[config.mk]
export PLATFORM = sky130hd
export DESIGN_NAME = pllcc_top
export DESIGN_NICKNAME = d
export VERILOG_FILES = /design/src/rtl/pllcc_pkg.sv /design/src/rtl/pllcc_top.sv /design/src/rtl/pllcc_ratediv.sv
export VERILOG_INCLUDE_DIRS = /design/src /design/src/rtl
export SDC_FILE = /design/constraint.sdc
export NUM_CORES = 1
export LEC_CHECK = 0
export ABC_CLOCK_PERIOD_IN_PS = 10870
export CORE_ASPECT_RATIO = 1.25
export CORE_MARGIN = 4
export CORE_UTILIZATION = 66
export CTS_CLUSTER_SIZE = 40
export DETAILED_ROUTE_END_ITERATION = 12
export DONT_BUFFER_PORTS = 1
export PLACE_DENSITY = 0.79
export SKIP_CTS_REPAIR_TIMING = 1
export SYNTH_ARGS = -nofsm -noshare
export SYNTH_HDL_FRONTEND = slang
export SYNTH_HIERARCHICAL = 1
export SYNTH_SLANG_ARGS = --single-unit
[constraint.sdc]
create_clock -name pclk -period 10.87 [get_ports pclk]
set_input_delay 0.5435 -clock pclk [delete_from_list [all_inputs] [get_ports pclk]]
set_output_delay 0.5435 -clock pclk [all_outputs]
set_load 0.01 [all_outputs]
[src/rtl/pllcc_defs.svh]
`ifndef PLLCC_DEFS_SVH
`define PLLCC_DEFS_SVH

`define PLLCC_CLK_PERIOD_NS 8
`define PLLCC_OSC_START_NS 1000
`define PLLCC_OSC_START_CYC \
    ((`PLLCC_OSC_START_NS + `PLLCC_CLK_PERIOD_NS - 1) / `PLLCC_CLK_PERIOD_NS)
`define PLLCC_LOCK_EDGES 5'h10

`define PLLCC_OFF_CTL0 12'h000
`define PLLCC_OFF_CTL1 12'h004
`define PLLCC_OFF_STAT 12'h008
`define PLLCC_CTL0_RST 8'h00
`define PLLCC_CTL1_RST 8'h40

`define PLLCC_C0_MODE 7:6
`define PLLCC_C0_SYSDIV 4
`define PLLCC_C0_PM 3:2
`define PLLCC_C0_WDPS 0
`define PLLCC_C1_FREQ 7:4
`define PLLCC_C1_PLLDIV2 3
`define PLLCC_C1_MULT 2:0

`define PLLCC_ST_LOCK 0
`define PLLCC_ST_OSC 1
`define PLLCC_ST_SWITCH 2
`define PLLCC_ST_SRC 4:3
`define PLLCC_ST_PS 6:5
`define PLLCC_ST_BYP 7

`define PLLCC_SRC_HALF 2'h0
`define PLLCC_SRC_IN 2'h1
`define PLLCC_SRC_PLL 2'h2

`define PLLCC_PM_IDLE1 2'h0
`define PLLCC_PM_IDLE2 2'h1
`define PLLCC_PM_PLLPD 2'h2
`define PLLCC_PM_OSCPD 2'h3

`define PLLCC_WD_SHIFT 6
`endif

[src/rtl/pllcc_pkg.sv]
package pllcc_pkg;

    typedef enum logic [1:0] {ps_run, ps_stop, ps_osc_wait, ps_pll_wait} pllcc_ps_t;

    typedef struct packed {
        logic core_clock;
        logic peripheral_clock;
        logic watchdog_tick_clock;
        logic analog_clock;
    } pllcc_clk_en_t;

    typedef struct packed {
        logic irq_pending;
        logic rti_wake;
        logic nmi_req;
        logic external_irq_one;
        logic external_irq_two;
        logic external_irq_three;
        logic [2:0] ext_irq_en;
        logic global_irq_en;
    } pllcc_wake_t;

    typedef struct packed {
        logic [10:0] cnt;
        logic out;
    } pllcc_div_st_t;

    typedef struct packed {
        logic [7:0] ctl0;
        logic [7:0] ctl1;
        logic pin_s1, pin_s2, pin_s3, pin_f, pin_d;
        logic byp_s1, byp_s2, byp_s3, byp_f;
        logic half_tog;
        logic [15:0] per_cnt;
        logic [15:0] period;
        logic [15:0] acc;
        logic [4:0] lock_cnt;
        logic locked;
        logic pll_half;
        logic [1:0] cur_src;
        logic armed;
        logic [1:0] sys_cnt;
        logic sys_div4;
        pllcc_ps_t pstate;
        logic [1:0] lp_mode;
        logic [15:0] wait_cnt;
        pllcc_clk_en_t clk_en;
        logic xtal;
        logic [31:0] prdata;
    } pllcc_st_t;

endpackage : pllcc_pkg

[src/rtl/pllcc_top.sv]
// The register offsets and the APB interface to the registers were decided locally.
`timescale 1ns/10ps
`include "pllcc_defs.svh"

// Clock generation and low-power control. Every generated clock is an
// enable on pclk, high for one cycle per tick; the tick rate is the clock rate.
module pllcc_top (
    input wire logic pclk,
    input wire logic presetn,
    input wire logic psel,
    input wire logic penable,
    input wire logic pwrite,
    input wire logic [11:0] paddr,
    input wire logic [31:0] pwdata,
    output logic [31:0] prdata,
    output logic pready,
    output logic pslverr,
    input wire logic oscillator_bypass_n,
    input wire logic clock_source_input,
    output logic crystal_drive_output,
    input wire logic idle_req,
    input wire pllcc_pkg::pllcc_wake_t wake,
    output pllcc_pkg::pllcc_clk_en_t clk_en,
    output logic low_power_active
);

    ////////////////////////////////////////////////////////////////////
    // State and helpers.

    pllcc_pkg::pllcc_st_t s_r;
    pllcc_pkg::pllcc_st_t s_nxt;

    logic in_edge;
    logic osc_on;
    logic pll_on;
    logic t_half;
    logic t_pll;
    logic pll_raw;
    logic src_tick;
    logic sys_tick;
    logic [1:0] req_src;
    logic wake_ext;
    logic wake_now;
    logic setup_ph;
    logic access_ph;
    logic addr_ok;
    logic [16:0] acc_sum;
    logic [3:0] mult;
    logic [3:0] freq_mhz;
    logic wd_tick;
    logic a_tick;
    logic [10:0] wd_div;
    logic [10:0] a_div;

    // Multiply ratio from the three feedback divider bits.
    function automatic logic [3:0] mult_of(input logic [2:0] code);
        case (code)
            3'h0: mult_of = 4'h1;
            3'h1: mult_of = 4'h2;
            3'h2: mult_of = 4'h3;
            3'h3: mult_of = 4'h4;
            3'h4: mult_of = 4'h5;
            3'h5: mult_of = 4'h9;
            default: mult_of = 4'h1;
        endcase
    endfunction : mult_of

    // Tick of one source; both upper mode codes select the PLL.
    function automatic logic tick_of(
        input logic [1:0] sel,
        input logic th,
        input logic ti,
        input logic tp
    );
        case (sel)
            `PLLCC_SRC_HALF: tick_of = th;
            `PLLCC_SRC_IN: tick_of = ti;
            default: tick_of = tp;
        endcase
    endfunction : tick_of

    function automatic logic [1:0] src_of(input logic [1:0] mode);
        if (mode == `PLLCC_SRC_HALF || mode == `PLLCC_SRC_IN) begin
            src_of = mode;
        end else begin
            src_of = `PLLCC_SRC_PLL;
        end
    endfunction : src_of

    ////////////////////////////////////////////////////////////////////
    // Prescalers for the watchdog and analog clocks.

    assign freq_mhz = s_r.ctl1[`PLLCC_C1_FREQ];
    assign a_div = {7'h00, freq_mhz};
    assign wd_div = s_r.ctl0[`PLLCC_C0_WDPS] ?
        (11'(freq_mhz) << (`PLLCC_WD_SHIFT + 1)) :
        (11'(freq_mhz) << `PLLCC_WD_SHIFT);

    pllcc_ratediv u_wd_div (
        .pclk(pclk),
        .presetn(presetn),
        .tick_in(in_edge),
        .divisor(wd_div),
        .tick_out(wd_tick)
    );

    pllcc_ratediv u_analog_div (
        .pclk(pclk),
        .presetn(presetn),
        .tick_in(in_edge),
        .divisor(a_div),
        .tick_out(a_tick)
    );

    ////////////////////////////////////////////////////////////////////
    // Next-state logic.

    always_comb begin
        s_nxt = s_r;
        acc_sum = 17'h00000;
        pll_raw = 1'b0;
        sys_tick = 1'b0;
        wake_now = 1'b0;

        // Three-stage pin synchronisers; a level counts once the
        // second and third stages agree.
        s_nxt.pin_s1 = clock_source_input;
        s_nxt.pin_s2 = s_r.pin_s1;
        s_nxt.pin_s3 = s_r.pin_s2;
        if (s_r.pin_s2 == s_r.pin_s3) begin
            s_nxt.pin_f = s_r.pin_s3;
        end
        s_nxt.pin_d = s_r.pin_f;
        s_nxt.byp_s1 = oscillator_bypass_n;
        s_nxt.byp_s2 = s_r.byp_s1;
        s_nxt.byp_s3 = s_r.byp_s2;
        if (s_r.byp_s2 == s_r.byp_s3) begin
            s_nxt.byp_f = s_r.byp_s3;
        end

        // Oscillator and PLL power follow the low-power state.
        osc_on = !(s_r.pstate == pllcc_pkg::ps_stop &&
                   s_r.lp_mode == `PLLCC_PM_OSCPD);
        pll_on = osc_on && !(s_r.pstate == pllcc_pkg::ps_osc_wait) &&
                 !(s_r.pstate == pllcc_pkg::ps_stop &&
                   (s_r.lp_mode == `PLLCC_PM_PLLPD ||
                    s_r.lp_mode == `PLLCC_PM_OSCPD));

        // Crystal mode drives the inverting amplifier output; clock-in
        // mode leaves it low and takes the pin edge directly.
        s_nxt.xtal = osc_on && s_r.byp_f && !s_r.pin_f;
        in_edge = osc_on && s_r.pin_f && !s_r.pin_d;

        // Input frequency divided by two.
        if (in_edge) begin
            s_nxt.half_tog = !s_r.half_tog;
        end
        t_half = in_edge && s_r.half_tog;

        // The PLL measures the input period in pclk cycles and spreads
        // mult output ticks evenly across each input period.
        mult = mult_of(s_r.ctl1[`PLLCC_C1_MULT]);
        if (in_edge) begin
            s_nxt.period = s_r.per_cnt;
            s_nxt.per_cnt = 16'h0001;
        end else if (s_r.per_cnt != 16'hffff) begin
            s_nxt.per_cnt = s_r.per_cnt + 16'h0001;
        end
        if (!pll_on) begin
            s_nxt.locked = 1'b0;
            s_nxt.lock_cnt = 5'h00;
            s_nxt.acc = 16'h0000;
            s_nxt.pll_half = 1'b0;
        end else begin
            if (in_edge && !s_r.locked) begin
                s_nxt.lock_cnt = s_r.lock_cnt + 5'h01;
                if (s_r.lock_cnt == `PLLCC_LOCK_EDGES - 5'h01) begin
                    s_nxt.locked = 1'b1;
                end
            end
            if (s_r.locked && s_r.period != 16'h0000) begin
                acc_sum = {1'b0, s_r.acc} + 17'(mult);
                if (acc_sum >= {1'b0, s_r.period}) begin
                    pll_raw = 1'b1;
                    s_nxt.acc = 16'(acc_sum - {1'b0, s_r.period});
                end else begin
                    s_nxt.acc = acc_sum[15:0];
                end
            end
        end
        if (pll_raw) begin
            s_nxt.pll_half = !s_r.pll_half;
        end
        t_pll = pll_raw &&
                (!s_r.ctl1[`PLLCC_C1_PLLDIV2] || s_r.pll_half);

        // Synchronising switch: after a change of mode, wait for a tick
        // of the old source, then pass nothing until the first tick of
        // the new one, so no shortened period reaches the core.
        req_src = src_of(s_r.ctl0[`PLLCC_C0_MODE]);
        if (s_r.armed) begin
            src_tick = tick_of(req_src, t_half, in_edge, t_pll);
            if (src_tick) begin
                s_nxt.cur_src = req_src;
                s_nxt.armed = 1'b0;
            end
        end else begin
            src_tick = tick_of(s_r.cur_src, t_half, in_edge, t_pll);
            if (req_src != s_r.cur_src && src_tick) begin
                s_nxt.armed = 1'b1;
            end
        end

        // Peripheral prescaler; the divide choice is taken only when a
        // peripheral period ends.
        if (src_tick) begin
            if (s_r.sys_cnt == (s_r.sys_div4 ? 2'h3 : 2'h1)) begin
                s_nxt.sys_cnt = 2'h0;
                sys_tick = 1'b1;
                s_nxt.sys_div4 = s_r.ctl0[`PLLCC_C0_SYSDIV];
            end else begin
                s_nxt.sys_cnt = s_r.sys_cnt + 2'h1;
            end
        end

        // Wake sources.
        wake_ext = wake.nmi_req ||
            (wake.global_irq_en && ((wake.external_irq_one && wake.ext_irq_en[0]) ||
            (wake.external_irq_two && wake.ext_irq_en[1]) ||
            (wake.external_irq_three && wake.ext_irq_en[2])));

        // Low-power state machine.
        case (s_r.pstate)
            pllcc_pkg::ps_run: begin
                if (idle_req) begin
                    s_nxt.lp_mode = s_r.ctl0[`PLLCC_C0_PM];
                    s_nxt.pstate = pllcc_pkg::ps_stop;
                end
            end
            pllcc_pkg::ps_stop: begin
                if (s_r.lp_mode == `PLLCC_PM_IDLE1) begin
                    wake_now = wake.irq_pending || wake_ext ||
                               wake.rti_wake;
                end else begin
                    wake_now = wake_ext || (wake.rti_wake &&
                        s_r.lp_mode != `PLLCC_PM_OSCPD);
                end
                if (wake_now) begin
                    s_nxt.wait_cnt = 16'h0000;
                    if (s_r.lp_mode == `PLLCC_PM_OSCPD) begin
                        s_nxt.pstate = pllcc_pkg::ps_osc_wait;
                    end else begin
                        s_nxt.pstate = pllcc_pkg::ps_pll_wait;
                    end
                end
            end
            pllcc_pkg::ps_osc_wait: begin
                s_nxt.wait_cnt = s_r.wait_cnt + 16'h0001;
                if (s_r.wait_cnt == 16'(`PLLCC_OSC_START_CYC - 1)) begin
                    s_nxt.pstate = pllcc_pkg::ps_pll_wait;
                end
            end
            pllcc_pkg::ps_pll_wait: begin
                if (s_r.cur_src != `PLLCC_SRC_PLL || s_r.locked) begin
                    s_nxt.pstate = pllcc_pkg::ps_run;
                end
            end
            default: begin
                s_nxt.pstate = pllcc_pkg::ps_run;
            end
        endcase

        // Clock enables: core only in run; peripheral also in idle one.
        s_nxt.clk_en.core_clock = src_tick &&
            s_r.pstate == pllcc_pkg::ps_run;
        s_nxt.clk_en.peripheral_clock = sys_tick &&
            (s_r.pstate == pllcc_pkg::ps_run ||
             (s_r.pstate == pllcc_pkg::ps_stop &&
              s_r.lp_mode == `PLLCC_PM_IDLE1));
        s_nxt.clk_en.watchdog_tick_clock = wd_tick && osc_on;
        s_nxt.clk_en.analog_clock = a_tick && osc_on;

        // Register bus: read data is captured in the setup cycle so it
        // stands from a flop during the zero-wait access cycle.
        setup_ph = psel && !penable;
        access_ph = psel && penable;
        if (setup_ph && !pwrite) begin
            s_nxt.prdata = 32'h00000000;
            case (paddr)
                `PLLCC_OFF_CTL0: s_nxt.prdata[7:0] = s_r.ctl0;
                `PLLCC_OFF_CTL1: s_nxt.prdata[7:0] = s_r.ctl1;
                `PLLCC_OFF_STAT: begin
                    s_nxt.prdata[`PLLCC_ST_LOCK] = s_r.locked;
                    s_nxt.prdata[`PLLCC_ST_OSC] = osc_on;
                    s_nxt.prdata[`PLLCC_ST_SWITCH] = s_r.armed;
                    s_nxt.prdata[`PLLCC_ST_SRC] = s_r.cur_src;
                    s_nxt.prdata[`PLLCC_ST_PS] = s_r.pstate;
                    s_nxt.prdata[`PLLCC_ST_BYP] = s_r.byp_f;
                end
                default: s_nxt.prdata = 32'h00000000;
            endcase
        end
        if (access_ph && pwrite) begin
            if (paddr == `PLLCC_OFF_CTL0) begin
                s_nxt.ctl0 = pwdata[7:0];
            end
            if (paddr == `PLLCC_OFF_CTL1) begin
                s_nxt.ctl1 = pwdata[7:0];
                // A new feedback ratio forces the PLL to relock.
                if (pwdata[`PLLCC_C1_MULT] != s_r.ctl1[`PLLCC_C1_MULT]) begin
                    s_nxt.locked = 1'b0;
                    s_nxt.lock_cnt = 5'h00;
                    s_nxt.acc = 16'h0000;
                end
            end
        end
    end

    ////////////////////////////////////////////////////////////////////
    // State register.

    always_ff @(posedge pclk or negedge presetn) begin
        if (!presetn) begin
            s_r <= '0;
            s_r.ctl0 <= `PLLCC_CTL0_RST;
            s_r.ctl1 <= `PLLCC_CTL1_RST;
            s_r.cur_src <= `PLLCC_SRC_HALF;
            s_r.byp_f <= 1'b1;
            s_r.pstate <= pllcc_pkg::ps_run;
        end else begin
            s_r <= s_nxt;
        end
    end

    ////////////////////////////////////////////////////////////////////
    // Outputs.

    always_comb begin
        addr_ok = (paddr == `PLLCC_OFF_CTL0) ||
                  (paddr == `PLLCC_OFF_CTL1) ||
                  (paddr == `PLLCC_OFF_STAT);
    end

    assign pready = 1'b1;
    assign pslverr = access_ph && !addr_ok;
    assign prdata = s_r.prdata;
    assign clk_en = s_r.clk_en;
    assign crystal_drive_output = s_r.xtal;
    assign low_power_active = s_r.pstate != pllcc_pkg::ps_run;

endmodule : pllcc_top

[src/rtl/pllcc_ratediv.sv]
`timescale 1ns/10ps
`include "pllcc_defs.svh"

// Emits one pulse for every divisor input ticks; divisor 0 acts as 1.
module pllcc_ratediv (
    input wire logic pclk,
    input wire logic presetn,
    input wire logic tick_in,
    input wire logic [10:0] divisor,
    output logic tick_out
);

    pllcc_pkg::pllcc_div_st_t s_r;
    pllcc_pkg::pllcc_div_st_t s_nxt;

    always_comb begin
        s_nxt = s_r;
        s_nxt.out = 1'b0;
        if (tick_in) begin
            if ({1'b0, s_r.cnt} + 12'h001 >= {1'b0, divisor}) begin
                s_nxt.cnt = 11'h000;
                s_nxt.out = 1'b1;
            end else begin
                s_nxt.cnt = s_r.cnt + 11'h001;
            end
        end
    end

    always_ff @(posedge pclk or negedge presetn) begin
        if (!presetn) begin
            s_r <= '0;
        end else begin
            s_r <= s_nxt;
        end
    end

    assign tick_out = s_r.out;

endmodule : pllcc_ratediv

==> flow_summary.yaml <==
place:
  dp_cells: 1166
  pre_cts_ws_ps: 5800
  portBuffers: 0
  dpl.hpwl_um: 14100
  place_area_um2: 9470
  finalWeightedCongestion: 0.863
die:
  io_pins: 102
  die_w_um: 116
  die_area_um2: 16400
  core_area_um2: 14000
  die_y_um: 142
  fp-row-count: 48
  start_util_pct: 68.1
setup_path:
  reg2reg_slack_ps: 5570
  crit_end: "clk_en[2]"
  r2r_start: "s_r[130]"
  setup.worst_path.class: "reg -> reg"
  path_max_fanout: 31
  rr_worst_depth: 16
  r2r-end: "clk_en[2]"
  crit_start: "s_r[130]"
  required_ps: 11170
  cp-end-kind: "flip-flop"
  worst_ep_arrival_time_ps: 5600
  start_kind: "flip-flop"
synthesis:
  yosysWarningCount: 6
  synth_edf_count: 0
  post-synth-top-area-fraction_pct: 37.3
  synth_flop_cell: "dfrtp_1"
  synth_area_leaders: "dfrtp_1, ha_1, xor2_1, nand2_1, nor2_1"
  synth_adder_area_share_pct: 7.72
  synth_simple_gate_area_share_pct: 19.8
  synth.mux.area_fraction_pct: 4.86
  synthXorXnorAreaFrac_pct: 6.98
  synthTopCellsByCount: "dfrtp_1, nand2_1, nor2_1"
  yosys.area.top_type: "dfrtp_1"
  synth_top_family_by_area: "simple AND/OR/NAND/NOR gates"
  ys_async_sr_fraction_pct: 100
  synth.most_common_cell: "dfrtp_1"
  synth.distinct_cells: 99
  synth-compound-area-share_pct: 15.1
  synthesis.area_um2: 9540
  synth.ff_latch_count: 144
  avgSynthCellArea_um2: 9.33
  postSynthCellCount: 1022
  yosysSeqAreaShare_pct: 37.8
clocking:
  clock_sinks: 144
  cts_max_level: 4
  cts_tree: "built"
  numCtsBuffers: 17
  clk_pin_slew_ps: 60
  clockBufferDepth: 2
  clockRootBuffer: "clkbuf_16"
  clk_latency_ps: 420
layout:
  final_cell_area_um2: 10200
  fin_cells: 1200
  antennaDiodeCount: 0
  drive_above_1_share_pct: 11.4
  area_delta_synth_final_pct: 6.67
  num-nets-final: 1130
detailed_routing:
  first_iter_violations: 515
  drt-total-wl_um: 20300
  wl_per_cell_um: 16.9
  vias_per_cell: 6.08
  firstDrtPassIters: 10
  num_vias: 7294
  drc: 0
  ant_nets: 0
sta:
  min_period_ps: 5300
  max_freq_ghz: 0.189
  worst_pin_slew_ps: 953
  slew_headroom_pct: 36.3
  min_period_over_period_pct: 48.8
  fin_skew_ps: 11.3
  fin_ws_ps: 5570
  hold_viol: 0
  rsz0062_at_grt: "false"
  drv_slew: 0
  tns_ps: 0
  setup_viol: 0
power:
  p_comb_share_pct: 31.4
  pwr-share-seq_pct: 34.6
  max-vdd-ir-drop_mv: 0.163
  p_int_w: 0.00128
  clkPwrFrac_pct: 34.0
  p_sw_share_pct: 34.2
  power_per_cell_area_nw_per_um2: 191
  leakage_nw: 4.63
  power_switching_w: 0.000663
  finalPower_w: 0.00194
run_status:
  status: "finished, final reports clean"
global_route:
  grt_pass1_wl_um: 33900
  grt_overflow_total: 0
  antenna_found_initial: 0
  grt_pass1_vias: 7115
  grt.total_usage_pct: 25.5
  grt_max_degree: 145
run:
  drv_cap: 0
min_path:
  hp-class: "in -> async"
## routing by layer
metal  routed length [µm]  part of all wire, %  global-route usage (%)
met1                 8400                   41                    31.2
met4                  560                  2.8                    10.4
met2                10700                   53                    43.8
met3                  682                  3.4                    5.06
met5                    0                    0                       0
## how the worst min path moves through the flow
stage                        start    endpoint  depth (start not counted)
2_1_floorplan              presetn    a_div[0]                          0
3_3_place_gp               presetn     s_r[95]                          0
3_5_place_dp               presetn    s_r[112]                          0
4_1_cts                    presetn     s_r[40]                          0
5_1_grt        oscillator_bypass_n  s_nxt[121]                          0
6_report                   presetn    s_r[112]                          1
## worst max-delay path: stages (launching register included)
cell	delay [ps]
dfrtp_1	450
nand2b_1	200
ha_1	220
fa_1	400
a21o_1	220
a21oi_1	250
nor2_1	140
and3_1	210
xor2_1	250
ha_1	340
a221oi_1	380
o21ai_0	190
a31oi_1	230
nand4_2	780
a22o_2	570
and2_4	180
nor3b_2	140
## cell families after synthesis
group,count (synthesis)
simple gates,357
mux,43
fa+ha+maj,58
other cells,2
buf+inv,141
flops,144
compound gates,201
xor+xnor,76
## power by group through the flow
stage               Sequential (W)  Clock (W)  Combinational [W]
floorplan                 0.000655          0           0.000538
global placement          0.000677          0           0.000581
detailed placement        0.000680          0           0.000598
CTS                       0.000670   0.000666           0.000600
global route              0.000683   0.000690           0.000693
finish                    0.000671   0.000660           0.000610
## placed cells by master (no fill, tap or decap), types with 10 or more instances in the layout
| cell type | n |
|---|---|
| xnor2_1 | 36 |
| and3_1 | 13 |
| nor2_1 | 89 |
| ha_1 | 54 |
| nand2b_1 | 11 |
| nand2_1 | 91 |
| dfrtp_1 | 142 |
| a211oi_1 | 11 |
| clkbuf_16 | 17 |
| nand4_1 | 19 |
| nand3_1 | 39 |
| mux2i_1 | 20 |
| o21ai_0 | 49 |
| xor2_1 | 40 |
| nor3_1 | 15 |
| inv_1 | 67 |
| a21oi_1 | 32 |
| mux2_2 | 19 |
| conb_1 | 38 |
| nor4_1 | 10 |
## layout make-up
class / count / area [µm²]
Fill cell: 1025 / 3820
Clock buffer: 21 / 470
Tap cell: 175 / 219
Multi-Input combinational cell: 773 / 5350
Timing Repair Buffer: 6 / 67.6
Inverter: 70 / 263
Clock inverter: 11 / 198
Sequential cell: 144 / 3610
## flip-flops by register name (all words and copies together) (netlist names), 4 cells and up
| name | flops |
|---|---|
| u_analog_div/s_r | 11 |
| prdata | 8 |
| s_r | 98 |
| a_div | 4 |
| clk_en | 4 |
| u_wd_div/s_r | 11 |
| s_nxt | 5 |
## through the flow
stage / utilization (%) / hold WS, ps
final: 72.7 / 94.2
after global routing: 72.7 / 129
after CTS: 72.4 / -196
after detailed placement: 67.6 / 255
after global placement: 67.6 / 255
after floorplan: - / 248
Note: power is estimated with default switching activity, not from simulation.
